**src/hdl/csfr_params.svh**
```systemverilog
// offsets, field positions, reset values and masks of the core sfr bank
`ifndef CSFR_PARAMS_SVH
`define CSFR_PARAMS_SVH

// ****************************************
// register addresses
// ****************************************
`define CSFR_ADDR_ACCUM   8'hE0
`define CSFR_ADDR_SECOND  8'hF0
`define CSFR_ADDR_STACK   8'h81
`define CSFR_ADDR_PTR_LO  8'h82
`define CSFR_ADDR_PTR_HI  8'h83
`define CSFR_ADDR_PWR     8'h87
`define CSFR_ADDR_FLAGS   8'hD0

// ****************************************
// reset values
// ****************************************
`define CSFR_RST_ACCUM    8'h00
`define CSFR_RST_SECOND   8'h00
`define CSFR_RST_STACK    8'h07
`define CSFR_RST_PTR      8'h00
`define CSFR_RST_PWR      8'h00
`define CSFR_RST_FLAGS    8'h00

// ****************************************
// cpu flags word fields
// ****************************************
`define CSFR_FLG_CARRY    7
`define CSFR_FLG_HALF     6
`define CSFR_FLG_USER_A   5
`define CSFR_FLG_BANK_HI  4
`define CSFR_FLG_BANK_LO  3
`define CSFR_FLG_WRAP     2
`define CSFR_FLG_USER_B   1
`define CSFR_FLG_PARITY   0

// ****************************************
// power control fields
// ****************************************
`define CSFR_PWR_DOUBLER  7
`define CSFR_PWR_SPI_WAKE 6
`define CSFR_PWR_EXT_WAKE 5
`define CSFR_PWR_SPARE1   3
`define CSFR_PWR_SPARE0   2
`define CSFR_PWR_DOWN     1
`define CSFR_PWR_SLEEP    0
`define CSFR_PWR_WMASK    8'hEF

// ****************************************
// misc
// ****************************************
`define CSFR_BIT_BYTE_MASK 8'hF8
`define CSFR_UNMAPPED_READ 8'h00

`endif

```
**src/hdl/csfr_pkg.sv**
```systemverilog
// types shared by the core sfr bank modules
package csfr_pkg;

   typedef enum logic [3:0] {
      CSFR_OP_ADD,
      CSFR_OP_ADDC,
      CSFR_OP_SUBB,
      CSFR_OP_MUL,
      CSFR_OP_DIV,
      CSFR_OP_AND,
      CSFR_OP_OR,
      CSFR_OP_XOR,
      CSFR_OP_NOT,
      CSFR_OP_CLR
   } csfr_op_type;

   typedef struct packed {
      logic [7:0]  accum;
      logic [7:0]  second;
      logic [7:0]  stack;
      logic [7:0]  ptr_lo;
      logic [7:0]  ptr_hi;
      logic [7:0]  flags;
      logic [7:0]  pwr;
      logic [7:0]  rdata;
      logic        bit_rdata;
      logic [7:0]  ram_addr;
      logic [7:0]  ram_data;
      logic        ram_wr;
      logic [7:0]  bank_base;
   } csfr_state_type;

endpackage

```
**src/hdl/csfr_alu_if.sv**
```systemverilog
// operand and result carrier between the sfr bank and its math unit
`timescale 1ns/1ps
interface csfr_alu_if;
   csfr_pkg::csfr_op_type op;
   logic [7:0]            accum;
   logic [7:0]            second;
   logic [7:0]            operand;
   logic                  carry_in;
   logic [7:0]            res_accum;
   logic [7:0]            res_second;
   logic                  wr_second;
   logic                  carry;
   logic                  half;
   logic                  wrap;
   logic                  upd_carry;
   logic                  upd_half;
   logic                  upd_wrap;

   modport core (
      output op, accum, second, operand, carry_in,
      input  res_accum, res_second, wr_second, carry, half, wrap,
      input  upd_carry, upd_half, upd_wrap
   );
   modport unit (
      input  op, accum, second, operand, carry_in,
      output res_accum, res_second, wr_second, carry, half, wrap,
      output upd_carry, upd_half, upd_wrap
   );
endinterface

```
**src/hdl/csfr_alu.sv**
```systemverilog
// combinational math unit working on accumulator and second operand
`timescale 1ns/1ps
module csfr_alu (
   csfr_alu_if.unit m
);

   always_comb begin
      logic [8:0]  wide;
      logic [4:0]  nib;
      logic [15:0] prod;
      logic        cin;
      wide         = 9'h000;
      nib          = 5'h00;
      prod         = 16'h0000;
      cin          = 1'b0;
      m.res_accum  = m.accum;
      m.res_second = m.second;
      m.wr_second  = 1'b0;
      m.carry      = 1'b0;
      m.half       = 1'b0;
      m.wrap       = 1'b0;
      m.upd_carry  = 1'b0;
      m.upd_half   = 1'b0;
      m.upd_wrap   = 1'b0;
      case (m.op)
         csfr_pkg::CSFR_OP_ADD, csfr_pkg::CSFR_OP_ADDC: begin
            cin         = (m.op == csfr_pkg::CSFR_OP_ADDC) ? m.carry_in : 1'b0;
            wide        = {1'b0, m.accum} + {1'b0, m.operand} + {8'h00, cin};
            nib         = {1'b0, m.accum[3:0]} + {1'b0, m.operand[3:0]} + {4'h0, cin};
            m.res_accum = wide[7:0];
            m.carry     = wide[8];
            m.half      = nib[4];
            m.wrap      = (m.accum[7] == m.operand[7]) && (wide[7] != m.accum[7]);
            m.upd_carry = 1'b1;
            m.upd_half  = 1'b1;
            m.upd_wrap  = 1'b1;
         end
         csfr_pkg::CSFR_OP_SUBB: begin
            wide        = {1'b0, m.accum} - {1'b0, m.operand} - {8'h00, m.carry_in};
            nib         = {1'b0, m.accum[3:0]} - {1'b0, m.operand[3:0]} - {4'h0, m.carry_in};
            m.res_accum = wide[7:0];
            m.carry     = wide[8];
            m.half      = nib[4];
            m.wrap      = (m.accum[7] != m.operand[7]) && (wide[7] != m.accum[7]);
            m.upd_carry = 1'b1;
            m.upd_half  = 1'b1;
            m.upd_wrap  = 1'b1;
         end
         csfr_pkg::CSFR_OP_MUL: begin
            prod         = 16'(m.accum) * 16'(m.second);
            m.res_accum  = prod[7:0];
            m.res_second = prod[15:8];
            m.wr_second  = 1'b1;
            m.wrap       = |prod[15:8];
            m.upd_carry  = 1'b1;
            m.upd_wrap   = 1'b1;
         end
         csfr_pkg::CSFR_OP_DIV: begin
            // divide by zero leaves both operands untouched and flags the wrap
            if (m.second != 8'h00) begin
               m.res_accum  = m.accum / m.second;
               m.res_second = m.accum % m.second;
               m.wr_second  = 1'b1;
            end
            m.wrap      = (m.second == 8'h00);
            m.upd_carry = 1'b1;
            m.upd_wrap  = 1'b1;
         end
         csfr_pkg::CSFR_OP_AND: m.res_accum = m.accum & m.operand;
         csfr_pkg::CSFR_OP_OR:  m.res_accum = m.accum | m.operand;
         csfr_pkg::CSFR_OP_XOR: m.res_accum = m.accum ^ m.operand;
         csfr_pkg::CSFR_OP_NOT: m.res_accum = ~m.accum;
         csfr_pkg::CSFR_OP_CLR: m.res_accum = 8'h00;
         default: m.res_accum = m.accum;
      endcase
   end

endmodule

```
**src/hdl/csfr_core_sfr_bank.sv**
```systemverilog
// core special function register bank: math operands, stack, pointer, flags, power
//
// Notes on behaviour
// - accumulator is operand and result of math
// - second register pairs in multiply/divide, else scratch
// - push increments stack pointer, then writes RAM
// - stack pointer resets to 07H, first push 08H
// - pointer bytes separate, pair forms 16-bit address
// - flags word at D0H, reset 00H, bit addressable
// - power bit 7 doubles uart baud rate
// - power bit 6 lets spi wake power-down
// - power bit 5 ext irq zero wake; bit 4 reserved
// - power bits: down, sleep, two spares; 87H
// - all core registers live in sfr space
// - unoccupied addresses: no register, writes ignored
// - low 32 RAM bytes: four register banks
`timescale 1ns/1ps
`include "csfr_params.svh"
module csfr_core_sfr_bank (
   input  wire logic                  ref_clk,
   input  wire logic                  resetn,
   input  wire logic [7:0]            sfr_addr,
   input  wire logic                  sfr_wr,
   input  wire logic                  sfr_rd,
   input  wire logic [7:0]            sfr_wdata,
   output logic      [7:0]            sfr_rdata,
   input  wire logic [7:0]            bit_addr,
   input  wire logic                  bit_wr,
   input  wire logic                  bit_rd,
   input  wire logic                  bit_wdata,
   output logic                       bit_rdata,
   input  wire logic                  alu_go,
   input  wire csfr_pkg::csfr_op_type alu_op,
   input  wire logic [7:0]            alu_operand,
   input  wire logic                  push_req,
   input  wire logic [7:0]            push_data,
   input  wire logic                  pop_req,
   input  wire logic                  ptr_inc,
   output logic      [7:0]            ram_wr_addr,
   output logic      [7:0]            ram_wr_data,
   output logic                       ram_wr,
   output logic      [7:0]            accumulator,
   output logic      [7:0]            stack_top_pointer,
   output logic      [15:0]           memory_pointer,
   output logic      [7:0]            cpu_flags_word,
   output logic      [7:0]            bank_base,
   output logic                       uart_rate_doubler,
   output logic                       spi_wake_enable,
   output logic                       ext_irq_zero_wake_enable,
   output logic                       power_down_request,
   output logic                       sleep_core_request
);

   csfr_pkg::csfr_state_type st;
   csfr_pkg::csfr_state_type next_st;
   csfr_alu_if               alu_bus ();

   // ****************************************
   // register read decode
   // ****************************************
   // unoccupied addresses read as a fixed value, software must not rely on it
   function automatic logic [7:0] sfr_read(input logic [7:0] a,
                                           input csfr_pkg::csfr_state_type s);
      case (a)
         `CSFR_ADDR_ACCUM:  sfr_read = s.accum;
         `CSFR_ADDR_SECOND: sfr_read = s.second;
         `CSFR_ADDR_STACK:  sfr_read = s.stack;
         `CSFR_ADDR_PTR_LO: sfr_read = s.ptr_lo;
         `CSFR_ADDR_PTR_HI: sfr_read = s.ptr_hi;
         `CSFR_ADDR_FLAGS:  sfr_read = s.flags;
         `CSFR_ADDR_PWR:    sfr_read = s.pwr;
         default:           sfr_read = `CSFR_UNMAPPED_READ;
      endcase
   endfunction

   // ****************************************
   // register write decode
   // ****************************************
   function automatic csfr_pkg::csfr_state_type sfr_write(input logic [7:0] a,
                                                          input logic [7:0] d,
                                                          input csfr_pkg::csfr_state_type s);
      csfr_pkg::csfr_state_type r;
      r = s;
      case (a)
         `CSFR_ADDR_ACCUM:  r.accum  = d;
         `CSFR_ADDR_SECOND: r.second = d;
         `CSFR_ADDR_STACK:  r.stack  = d;
         `CSFR_ADDR_PTR_LO: r.ptr_lo = d;
         `CSFR_ADDR_PTR_HI: r.ptr_hi = d;
         `CSFR_ADDR_FLAGS:  r.flags  = d;
         `CSFR_ADDR_PWR:    r.pwr    = d & `CSFR_PWR_WMASK;
         default:           r        = s;
      endcase
      sfr_write = r;
   endfunction

   // only the flags word, accumulator and second register bytes are bit addressable
   function automatic logic bit_ok(input logic [7:0] a);
      bit_ok = ((a & `CSFR_BIT_BYTE_MASK) == `CSFR_ADDR_FLAGS) ||
               ((a & `CSFR_BIT_BYTE_MASK) == `CSFR_ADDR_ACCUM) ||
               ((a & `CSFR_BIT_BYTE_MASK) == `CSFR_ADDR_SECOND);
   endfunction

   // ****************************************
   // math unit
   // ****************************************
   assign alu_bus.op       = alu_op;
   assign alu_bus.accum    = st.accum;
   assign alu_bus.second   = st.second;
   assign alu_bus.operand  = alu_operand;
   assign alu_bus.carry_in = st.flags[`CSFR_FLG_CARRY];

   csfr_alu u_alu (
      .m (alu_bus.unit)
   );

   // ****************************************
   // next state
   // ****************************************
   always_comb begin
      logic [7:0] byte_a;
      logic [7:0] byte_v;
      logic [15:0] ptr;
      next_st        = st;
      next_st.ram_wr = 1'b0;
      byte_a         = bit_addr & `CSFR_BIT_BYTE_MASK;
      byte_v         = sfr_read(byte_a, st);
      ptr            = {st.ptr_hi, st.ptr_lo};

      // reads see the value before any update of this cycle
      if (sfr_rd) begin
         next_st.rdata = sfr_read(sfr_addr, st);
      end
      if (bit_rd) begin
         next_st.bit_rdata = bit_ok(bit_addr) ? byte_v[bit_addr[2:0]] : 1'b0;
      end

      if (alu_go) begin
         next_st.accum = alu_bus.res_accum;
         if (alu_bus.wr_second) begin
            next_st.second = alu_bus.res_second;
         end
         if (alu_bus.upd_carry) begin
            next_st.flags[`CSFR_FLG_CARRY] = alu_bus.carry;
         end
         if (alu_bus.upd_half) begin
            next_st.flags[`CSFR_FLG_HALF] = alu_bus.half;
         end
         if (alu_bus.upd_wrap) begin
            next_st.flags[`CSFR_FLG_WRAP] = alu_bus.wrap;
         end
      end

      if (push_req) begin
         next_st.stack    = st.stack + 8'h01;
         next_st.ram_addr = st.stack + 8'h01;
         next_st.ram_data = push_data;
         next_st.ram_wr   = 1'b1;
      end else if (pop_req) begin
         next_st.stack = st.stack - 8'h01;
      end

      if (ptr_inc) begin
         ptr            = ptr + 16'h0001;
         next_st.ptr_hi = ptr[15:8];
         next_st.ptr_lo = ptr[7:0];
      end

      // a software write lands after the math, stack and pointer updates, so it wins over them
      if (sfr_wr) begin
         next_st = sfr_write(sfr_addr, sfr_wdata, next_st);
      end
      if (bit_wr && bit_ok(bit_addr)) begin
         byte_v                 = sfr_read(byte_a, next_st);
         byte_v[bit_addr[2:0]]  = bit_wdata;
         next_st                = sfr_write(byte_a, byte_v, next_st);
      end

      // parity always tracks the accumulator, it cannot be written
      next_st.flags[`CSFR_FLG_PARITY] = ^next_st.accum;
      next_st.bank_base = {3'b000, next_st.flags[`CSFR_FLG_BANK_HI:`CSFR_FLG_BANK_LO],
                           3'b000};
   end

   // ****************************************
   // state registers
   // ****************************************
   always_ff @(posedge ref_clk or negedge resetn) begin
      if (!resetn) begin
         st.accum     <= `CSFR_RST_ACCUM;
         st.second    <= `CSFR_RST_SECOND;
         st.stack     <= `CSFR_RST_STACK;
         st.ptr_lo    <= `CSFR_RST_PTR;
         st.ptr_hi    <= `CSFR_RST_PTR;
         st.flags     <= `CSFR_RST_FLAGS;
         st.pwr       <= `CSFR_RST_PWR;
         st.rdata     <= 8'h00;
         st.bit_rdata <= 1'b0;
         st.ram_addr  <= 8'h00;
         st.ram_data  <= 8'h00;
         st.ram_wr    <= 1'b0;
         st.bank_base <= 8'h00;
      end else begin
         st <= next_st;
      end
   end

   // ****************************************
   // outputs
   // ****************************************
   assign sfr_rdata                = st.rdata;
   assign bit_rdata                = st.bit_rdata;
   assign ram_wr_addr              = st.ram_addr;
   assign ram_wr_data              = st.ram_data;
   assign ram_wr                   = st.ram_wr;
   assign accumulator              = st.accum;
   assign stack_top_pointer        = st.stack;
   assign memory_pointer           = {st.ptr_hi, st.ptr_lo};
   assign cpu_flags_word           = st.flags;
   assign bank_base                = st.bank_base;
   assign uart_rate_doubler        = st.pwr[`CSFR_PWR_DOUBLER];
   assign spi_wake_enable          = st.pwr[`CSFR_PWR_SPI_WAKE];
   assign ext_irq_zero_wake_enable = st.pwr[`CSFR_PWR_EXT_WAKE];
   assign power_down_request       = st.pwr[`CSFR_PWR_DOWN];
   assign sleep_core_request       = st.pwr[`CSFR_PWR_SLEEP];

endmodule

```
**config.mk**
```make
export PLATFORM = sky130hd
export DESIGN_NAME = csfr_core_sfr_bank
export DESIGN_NICKNAME = d
export VERILOG_FILES = /design/src/hdl/csfr_pkg.sv /design/src/hdl/csfr_alu_if.sv /design/src/hdl/csfr_alu.sv /design/src/hdl/csfr_core_sfr_bank.sv
export VERILOG_INCLUDE_DIRS = /design/src /design/src/hdl
export SDC_FILE = /design/constraint.sdc
export NUM_CORES = 1
export LEC_CHECK = 0
export BUFFER_PORTS_ARGS = -buffer_cell sky130_fd_sc_hd__buf_2
export CAP_MARGIN = 20
export CORE_MARGIN = 1
export CORE_UTILIZATION = 31
export DETAILED_ROUTE_END_ITERATION = 6
export PLACE_DENSITY_LB_ADDON = 0.12
export SLEW_MARGIN = 10
export SYNTH_ARGS = -nofsm -noshare
export SYNTH_HDL_FRONTEND = slang
export SYNTH_SLANG_ARGS = --single-unit
export TNS_END_PERCENT = 100
```
**constraint.sdc**
```tcl
create_clock -name ref_clk -period 13.4 [get_ports ref_clk]
set_input_delay 0 -clock ref_clk [delete_from_list [all_inputs] [get_ports ref_clk]]
set_output_delay 0 -clock ref_clk [all_outputs]
set_load 0.03 [all_outputs]
```
==> metrics.md, run 1 <==
| Metric | Value |
|---|---|
| Status | `complete, no violations` |
| Area growth from synthesis to layout | `10.1%` |
| Max clock buf depth | `2` |
| Most frequent CP cell | `ha_1` |
| FF-to-FF setup slack | `0.74 ns` |
| DR pass1 iterations | `6` |
| Chip height | `196 µm` |
| CTS clk-pin slew, worst paths | `0.06 ns` |
| WL final | `45.4 mm` |
| Vias per cell | `5.67` |
| Max_cap viols | `0` |
| Register area share after synthesis | `0.174` |
| Routed Antenna Nets | `0` |
| Min Tclk post-route | `12.66 ns` |
| FMAX | `79.0 MHz` |
| Die width | `196 µm` |
| Asr flop ratio synth | `1.00` |
| Ys Warns | `0` |
| Hold/Removal Path Class | `in2reg` |
| Die area | `38400 µm²` |
| Req. time, crit path | `13.63 ns` |
| ANT cells | `0` |
| Routed vias | `11300` |
| Worst reg-to-reg path cell count | `48` |
| Cts bufs inserted | `9` |
| Placement row count | `70` |
| Post-synth EDFFs | `0` |
| HPWL after DPL | `35.0 mm` |
| Max stage delay cell, worst path | `dfrtp_1` |
| Global-route wire length before repair | `67.4 mm` |
| Commonest non-fill, non-tap cell in the layout | `nor2_1` |
| Syn Area/Cell | `7.91 µm²` |
| Worst reg2reg path startpoint | `alu_bus.second[1]` |
| Ys flop type | `dfrtp_1` |
| CTS H-tree depth | `3` |
| Ratio of final minimum period to clock period | `0.945` |
| Startpoint type of the worst setup path | `register` |
| Most frequent cells in the layout | `nor2_1 (130), buf_2 (126), nand2_1 (125)` |
| Worst-Margin Slew | `1.06 ns` |
| Hold depth | `3` |
| Endpoints failing hold | `0` |
| Headroom to the max-slew limit | `0.285` |
| Worst Hold End | `memory_pointer[0]` |
| CTS tree | `yes` |
| Crit path max fanout | `11` |
| Critical Path Max Stage Delay | `0.65 ns` |
| Starting density of the core | `0.317` |
| # nets final | `1725` |
| Synth Instances | `1472` |
| Sink Count | `81` |
| Skew-Pair Late Insertion Delay | `0.36 ns` |
| Core Footprint | `36800 µm²` |
| Root Buffer | `clkbuf_16` |
| I/O Pins | `134` |
| Yosys reg bits | `81` |
| # port buffers | `127` |
| DRC | `0` |
| RePlAce Congestion | `0.970` |
| Netlist Area Pre-Place | `11600 µm²` |
| Count of endpoints failing setup in the final report | `0` |
| Initial antenna violation count | `0` |
| Hold_sp | `ptr_inc` |
| Grt total ovfl | `0` |
| Crit path DAT | `12.89 ns` |
| Vias in the first global route | `10800` |
| RSZ-0062 raised after global routing | `false` |
| Skew final | `0.0103 ns` |
| Final Max Slew Viols | `0` |
| Post-synthesis cell type count | `100` |
| Avg WL per Cell | `22.8 µm` |
| Initial DRC count | `927` |
| CP Capture Type | `register` |
| FF-to-FF End | `cpu_flags_word[0]` |
| All-Layer GR Usage | `0.232` |
| Largest net degree at the start of global routing | `56` |
| Layout cells sized above 1 | `0.163` |
| CP Class | `reg2reg` |
| Setup TNS | `0 ns` |
-- layer usage --
metal / vias up / track usage / share of wire
met2: 421 / 0.367 / 0.45
met3: 80 / 0.0399 / 0.067
met5: - / 0 / 0
met1: 5494 / 0.321 / 0.45
met4: 0 / 0.0720 / 0.031
li1: 5305 / - / -
-- state kept, by name, indices dropped and copies added, names as in the netlist --
name	cells
memory_pointer	16
accumulator	8
alu_bus.second	8
cpu_flags_word	8
ram_wr_addr	8
ram_wr_data	8
sfr_rdata	8
stack_top_pointer	8
st	2
bit_rdata	1
ext_irq_zero_wake_enable	1
power_down_request	1
ram_wr	1
sleep_core_request	1
spi_wake_enable	1
uart_rate_doubler	1
-- Yosys cell counts (10+ instances only) --
cell type / instances / area share
dfrtp_1: 78 / 0.17
a21o_1: 14 / 0.0090
mux2_2: 32 / 0.031
xor2_1: 28 / 0.021
a22oi_1: 14 / 0.0090
a21oi_1: 81 / 0.035
xnor2_1: 33 / 0.025
ha_1: 110 / 0.12
o21ai_0: 77 / 0.033
buf_4: 72 / 0.046
and3_1: 13 / 0.0070
nand4_1: 10 / 0.0054
nor2b_1: 14 / 0.0075
nor2_1: 131 / 0.042
mux2i_1: 27 / 0.023
clkbuf_1: 55 / 0.018
o21ai_1: 16 / 0.0069
o211ai_1: 13 / 0.0084
a31oi_1: 14 / 0.0075
nor3_1: 44 / 0.019
fa_1: 41 / 0.070
nand3_1: 29 / 0.012
inv_1: 104 / 0.034
and2_1: 12 / 0.0064
o21a_1: 23 / 0.015
nand2_1: 125 / 0.040
nand2b_1: 14 / 0.0075
o22ai_1: 39 / 0.021
-- stage by stage --
stage               cell area [µm²]  worst slack (ns)  utilization  cells  hold slack, ns
global placement              12300             0.324        0.335   1962         -0.0518
CTS                           12800             0.113        0.347   1990          0.0165
global route                  12800           0.00739        0.349   1992          0.0426
floorplan                     11700             0.940            -   1477          -0.296
detailed placement            12300             0.168        0.335   1962         -0.0527
finish                        12800             0.738        0.349   1992          0.0232
-- critical path, delay by kind of cell, from the launching register on --
| family | cells | cell delay, ns |
|---|---|---|
| adder cells (fa/ha/maj) | 7 | 2.15 |
| AO/OA/AOI/OAI | 18 | 3.92 |
| flip-flops | 1 | 0.65 |
| buffers and inverters | 4 | 0.43 |
| multiplexers | 2 | 0.69 |
| XOR/XNOR | 2 | 0.67 |
| AND/OR/NAND/NOR | 15 | 4.05 |
-- kinds of logic after synthesis --
| family | share of synthesized area |
|---|---|
| adder cells (fa/ha/maj) | 0.189 |
| multiplexers | 0.0564 |
| AO/OA/AOI/OAI | 0.225 |
| flip-flops | 0.174 |
| XOR/XNOR | 0.0498 |
| AND/OR/NAND/NOR | 0.199 |
| buffers and inverters | 0.106 |
| other | 0.000322 |
-- how the worst max path moves through the flow --
stage | startpoint | to | slack, ns | depth (start not counted)
3_3_place_gp | alu_bus.second[7] | cpu_flags_word[0] | 0.32 | 49
4_1_cts | alu_bus.second[7] | cpu_flags_word[0] | 0.11 | 49
3_5_place_dp | alu_bus.second[7] | cpu_flags_word[0] | 0.17 | 49
6_report | alu_bus.second[1] | cpu_flags_word[0] | 0.74 | 48
5_1_grt | alu_bus.second[7] | cpu_flags_word[0] | 0.007 | 49
2_1_floorplan | alu_bus.second[7] | cpu_flags_word[0] | 0.94 | 49
-- what timing repair did --
item / CTS / global route
buffers inserted: 0 / 1
endpoints found under the setup margin: 0 / 16
resized for setup: 0 / 11
hold buffers: 12 / 0
hold endpoints to repair: 45 / 0
-- final cells by class --
cell class              instances  area [µm²]
clock inverters                 7        82.6
clock buffers                   9         225
repair buffers                175        1030
inverters                     111         417
fillers                      3907       24000
multi-input cells            1141        8450
well taps                     468         586
flip-flops and latches         81        2030
Power of run 1 is left out: the tool's default activity adds up to more than one toggle a clock period on the data nets, which glitch-free logic cannot reach.
==> run 2, diff against run 1 <==
==> constraint.sdc (replaced) <==
create_clock -name ref_clk -period 11.2 [get_ports ref_clk]
set_input_delay 0 -clock ref_clk [delete_from_list [all_inputs] [get_ports ref_clk]]
set_output_delay 0 -clock ref_clk [all_outputs]
set_load 0.03 [all_outputs]
==> run 2 against run 1 <==
Via count grew 1.7%; clock-buffer cell count is the same; final cell count grew 3.6%; maximum frequency grew 14%; critical path depth is the same; clock skew shrank 0.0011 ns; setup slack lost 0.69 ns.
==> metrics.md, run 2 (same netlist as run 1, synthesis figures left out) <==
| Metric | Value |
|---|---|
| Setup TNS | `0 ns` |
| Starting density of the core | `0.317` |
| DRC | `0` |
| Max stage delay cell, worst path | `or4_4` |
| Count of endpoints failing setup in the final report | `0` |
| CP Capture Type | `register` |
| FMAX | `89.7 MHz` |
| Dpl cells | `2012` |
| Vias per cell | `5.57` |
| Critical path buffers and inverters | `4` |
| Worst reg-to-reg path cell count | `48` |
| Min Tclk post-route | `11.15 ns` |
| HPWL after DPL | `34.3 mm` |
| Avg WL per Cell | `21.9 µm` |
| Status | `complete, no violations` |
| # port buffers | `127` |
| Die width | `196 µm` |
| Crit path max fanout | `7` |
| Headroom to the max-slew limit | `0.279` |
| Area growth from synthesis to layout | `18.6%` |
| Ratio of final minimum period to clock period | `0.995` |
| Critical path depth | `48` |
| # nets final | `1796` |
| Critical Path Max Stage Delay | `0.55 ns` |
| Die area | `38400 µm²` |
| CTS clk-pin slew, worst paths | `0.08 ns` |
| Initial DRC count | `1028` |
| Setup slack after placement | `-0.264 ns` |
| Most frequent CP cell | `ha_4` |
| Routed vias | `11500` |
| Hold depth | `3` |
| Fin worst setup slack | `0.0512 ns` |
| Vias in the first global route | `11000` |
| Layout cells sized above 1 | `0.234` |
| Largest net degree at the start of global routing | `57` |
| Area of the multi-input gates | `8940 µm²` |
| Initial antenna violation count | `2` |
| Grt total ovfl | `0` |
| Global-route wire length before repair | `68.0 mm` |
| CTS H-tree depth | `3` |
| Routed Antenna Nets | `0` |
| Max_cap viols | `0` |
| CP Class | `reg2reg` |
| Hold/Removal Path Class | `in2reg` |
| Placement row count | `70` |
| Sequential cell area | `2030 µm²` |
| WL final | `45.1 mm` |
| DR pass1 iterations | `7` |
| Final std cells w/o fill | `2063` |
| Core Footprint | `36800 µm²` |
| Number of flip-flops in the largest register | `16` |
| ANT cells | `0` |
| Sink Count | `81` |
| Req. time, crit path | `11.44 ns` |
| Chip height | `196 µm` |
| RePlAce Congestion | `0.943` |
| Worst-Margin Slew | `1.07 ns` |
| RSZ-0062 raised after global routing | `true` |
| Commonest non-fill, non-tap cell in the layout | `nor2_1` |
| Most frequent cells in the layout | `nor2_1 (129), buf_2 (126), nand2_1 (124)` |
| Max clock buf depth | `2` |
| I/O Pins | `134` |
| Skew final | `0.00923 ns` |
| Cell class contributing the biggest share of worst-path delay | `simple AND/OR/NAND/NOR gates` |
| Startpoint type of the worst setup path | `register` |
| Endpoints failing hold | `0` |
| # fillers | `3819` |
| Final Max Slew Viols | `0` |
| CTS tree | `yes` |
| Cts bufs inserted | `9` |
| Crit path DAT | `11.38 ns` |
| Skew-Pair Late Insertion Delay | `0.35 ns` |
| All-Layer GR Usage | `0.232` |
| Root Buffer | `clkbuf_16` |
-- run 2: cell types whose count changed in the layout (fill, tap and decap cells not counted), moves of 4 or more --
cell and change:
buf_4 +71, ha_1 -13, ha_4 +12, a21oi_1 -6, a21oi_2 +5, o21ai_0 -5, o21ai_2 +5, nor4_4 +4
-- run 2: final timing paths --
kind	slack (ns)	to	start
worst min-delay path	0.006	stack_top_pointer[1]	sfr_wdata[1]
worst max register to register	0.05	cpu_flags_word[0]	alu_bus.second[7]
worst max-delay path	0.05	cpu_flags_word[0]	alu_bus.second[7]
worst min register to register	0.50	ram_wr_data[2]	ram_wr_data[2]
min in group asynchronous	0.08	ram_wr_data[7]	resetn
max in group asynchronous	10.01	alu_bus.second[2]	resetn
-- run 2: repair_timing --
item                                    CTS  global route
setup buffers                             8            16
hold buffers                             11             0
gates cloned                              0             0
hold endpoints to repair                 42             0
resized for setup                        16            48
pin swaps                                 8            39
endpoints found under the setup margin    1            20
-- run 2: area by class of cell --
type | count | share of cell area
Clock buffer | 9 | 0.0163
Clock inverter | 7 | 0.00417
Inverter | 111 | 0.0302
Multi-Input combinational cell | 1141 | 0.647
Sequential cell | 81 | 0.147
Tap cell | 468 | 0.0424
Timing Repair Buffer | 246 | 0.113
-- run 2: routing by layer --
metal | up-vias | share of wire | routed length [µm] | global-route usage
met5 | - | 0 | 0 | 0
met4 | 0 | 0.026 | 1170 | 0.0622
met3 | 59 | 0.058 | 2610 | 0.0230
met2 | 387 | 0.45 | 20400 | 0.368
met1 | 5603 | 0.47 | 21000 | 0.333
li1 | 5447 | - | - | -
-- run 2: worst reg2reg max path, delay by kind of cell (launching register included) --
family / cells / cell delay, ns
compound gates: 18 / 3.28
xor+xnor: 1 / 0.38
fa+ha+maj: 7 / 1.62
buf+inv: 4 / 0.52
flops: 1 / 0.42
mux: 4 / 1.11
simple gates: 14 / 3.69
-- run 2: stage by stage --
stage	hold slack [ns]	utilization	instance area, µm²
2_1_floorplan	-0.296	-	11900
5_1_grt	0.0142	0.376	13800
4_1_cts	0.00270	0.364	13400
3_3_place_gp	-0.0698	0.350	12900
3_5_place_dp	-0.0667	0.350	12900
6_report	0.00585	0.376	13800
Power of run 2 is left out for the same reason.
==> run 3, diff against run 2 <==
--- a/config.mk
+++ b/config.mk
@@ -6,7 +6,7 @@
 export SDC_FILE = /design/constraint.sdc
 export NUM_CORES = 1
 export LEC_CHECK = 0
-export BUFFER_PORTS_ARGS = -buffer_cell sky130_fd_sc_hd__buf_2
+export BUFFER_PORTS_ARGS = -buffer_cell sky130_fd_sc_hd__clkbuf_2
 export CAP_MARGIN = 20
 export CORE_MARGIN = 1
 export CORE_UTILIZATION = 31
==> run 3 against run 2 <==
The run now ends with negative setup slack left; clock skew grew 0.0062 ns; highest routed layer unchanged; sequential share of layout area shrank 0.21 points; largest cell class unchanged; first-iteration DRC count shrank 12%; maximum frequency shrank 0.58%; critical endpoint unchanged; global-route usage grew 0.56 points; non-clock buffer count grew 21; clock-buffer cell count is the same; setup slack lost 0.065 ns; critical path depth is the same; utilization grew 0.53 points; register-to-register slack lost 0.07 ns.
==> metrics.md, run 3 (same netlist as run 1, synthesis figures left out) <==
| Metric | Value |
|---|---|
| Status | `finished, violations left` |
| Failing checks | `negative setup slack` |
| Most frequent cells in the layout | `clkbuf_2 (126), nor2_1 (125), nand2_1 (124), buf_4 (124), inv_1 (103)` |
| Global-route wire length before repair | `69.3 mm` |
| CTS tree | `yes` |
| Initial antenna violation count | `1` |
| FMAX | `89.2 MHz` |
| HPWL after DPL | `34.6 mm` |
| CP Capture Type | `register` |
| Routed vias | `11700` |
| Final Max Slew Viols | `0` |
| Die area | `38400 µm²` |
| Max clock buf depth | `2` |
| Sink Count | `81` |
| Avg WL per Cell | `22.1 µm` |
| WL final | `46.0 mm` |
| Min Tclk post-route | `11.21 ns` |
| Number of flip-flops in the largest register | `16` |
| # nets final | `1817` |
| CTS H-tree depth | `3` |
| Commonest non-fill, non-tap cell in the layout | `clkbuf_2` |
| Largest net degree at the start of global routing | `61` |
| Worst-Margin Slew | `1.02 ns` |
| Skew-Pair Late Insertion Delay | `0.36 ns` |
| Fin worst setup slack | `-0.0141 ns` |
| Max_cap viols | `0` |
| Most frequent CP cell | `ha_4` |
| Grt total ovfl | `0` |
| Area growth from synthesis to layout | `20.3%` |
| Vias per cell | `5.61` |
| RePlAce Congestion | `0.926` |
| Layout cells sized above 1 | `0.251` |
| Startpoint type of the worst setup path | `register` |
| Area of the multi-input gates | `8960 µm²` |
| Placement row count | `70` |
| ANT cells | `0` |
| Chip height | `196 µm` |
| DRC | `0` |
| Final std cells w/o fill | `2084` |
| Cts bufs inserted | `9` |
| Initial DRC count | `904` |
| Dpl cells | `2026` |
| # fillers | `3831` |
| Critical Path Max Stage Delay | `0.55 ns` |
| Req. time, crit path | `11.44 ns` |
| Crit path max fanout | `6` |
| All-Layer GR Usage | `0.237` |
| Count of endpoints failing setup in the final report | `1` |
| Endpoints failing hold | `0` |
| Headroom to the max-slew limit | `0.310` |
| Hold/Removal Path Class | `in2reg` |
| Starting density of the core | `0.317` |
| Crit path DAT | `11.45 ns` |
| CP Class | `reg2reg` |
| RSZ-0062 raised after global routing | `true` |
| Routed Antenna Nets | `0` |
| Sequential cell area | `2030 µm²` |
| I/O Pins | `134` |
| DR pass1 iterations | `5` |
| Skew final | `0.0154 ns` |
| Max stage delay cell, worst path | `or4_4` |
| Ratio of final minimum period to clock period | `1.00` |
| # port buffers | `127` |
| Core Footprint | `36800 µm²` |
| Root Buffer | `clkbuf_16` |
| Die width | `196 µm` |
| Vias in the first global route | `11300` |
| CTS clk-pin slew, worst paths | `0.08 ns` |
-- run 3: metal layers --
metal	global-route usage	part of all wire	vias to the layer above
met5	0	0	-
met4	0.0796	0.032	0
met3	0.0456	0.063	82
met2	0.371	0.45	407
met1	0.326	0.46	5720
li1	-	-	5476
-- run 3: critical path, delay by kind of cell, from the launching register on --
kind | cells | cell delay (ns)
and+or+nand+nor | 15 | 4.01
AOI/OAI and AO/OA | 18 | 3.12
adders and majority gates | 7 | 1.64
muxes | 4 | 1.14
DFF | 1 | 0.41
buffers and inverters | 3 | 0.40
xor gates and xnor gates | 1 | 0.38
-- run 3: final cells by class --
| class | count | share of cell area |
|---|---|---|
| Timing Repair Buffer | 267 | 0.124 |
| Tap cell | 468 | 0.0418 |
| Sequential cell | 81 | 0.145 |
| Clock buffer | 9 | 0.0161 |
| Multi-Input combinational cell | 1141 | 0.639 |
| Clock inverter | 7 | 0.00455 |
| Inverter | 111 | 0.0297 |
-- run 3: metrics by stage --
step / utilization / TNS, ns / hold WS, ns / cell area (µm²) / worst slack (ns)
after global placement: 0.353 / -0.183 / -0.0937 / 13000 / -0.183
after floorplan: - / 0 / -0.296 / 11900 / 0.00347
after CTS: 0.370 / 0 / 0.0390 / 13600 / 0.00153
final: 0.381 / -0.0141 / 0.0620 / 14000 / -0.0141
after detailed placement: 0.353 / -0.544 / -0.0922 / 13000 / -0.392
after global routing: 0.381 / -0.873 / 0.0667 / 14000 / -0.418
-- run 3: timing repair --
item,CTS,global route
gates resized for setup,28,53
pin swaps,35,39
setup buffers,12,20
hold endpoints to repair,38,0
hold buffers,11,0
endpoints found under the setup margin,4,20
-- run 3: final timing paths --
check,cells past startpoint,slack (ns),from,endpoint
min in group asynchronous,2,0.07,resetn,ram_wr_data[7]
max in group asynchronous,3,9.98,resetn,alu_bus.second[7]
worst min-delay path,3,0.06,ptr_inc,memory_pointer[1]
worst min register to register,1,0.51,ram_wr_data[2],ram_wr_data[2]
worst max register to register,48,-0.01,alu_bus.second[5],cpu_flags_word[0]
worst max-delay path,48,-0.01,alu_bus.second[5],cpu_flags_word[0]
Power of run 3 is left out for the same reason.
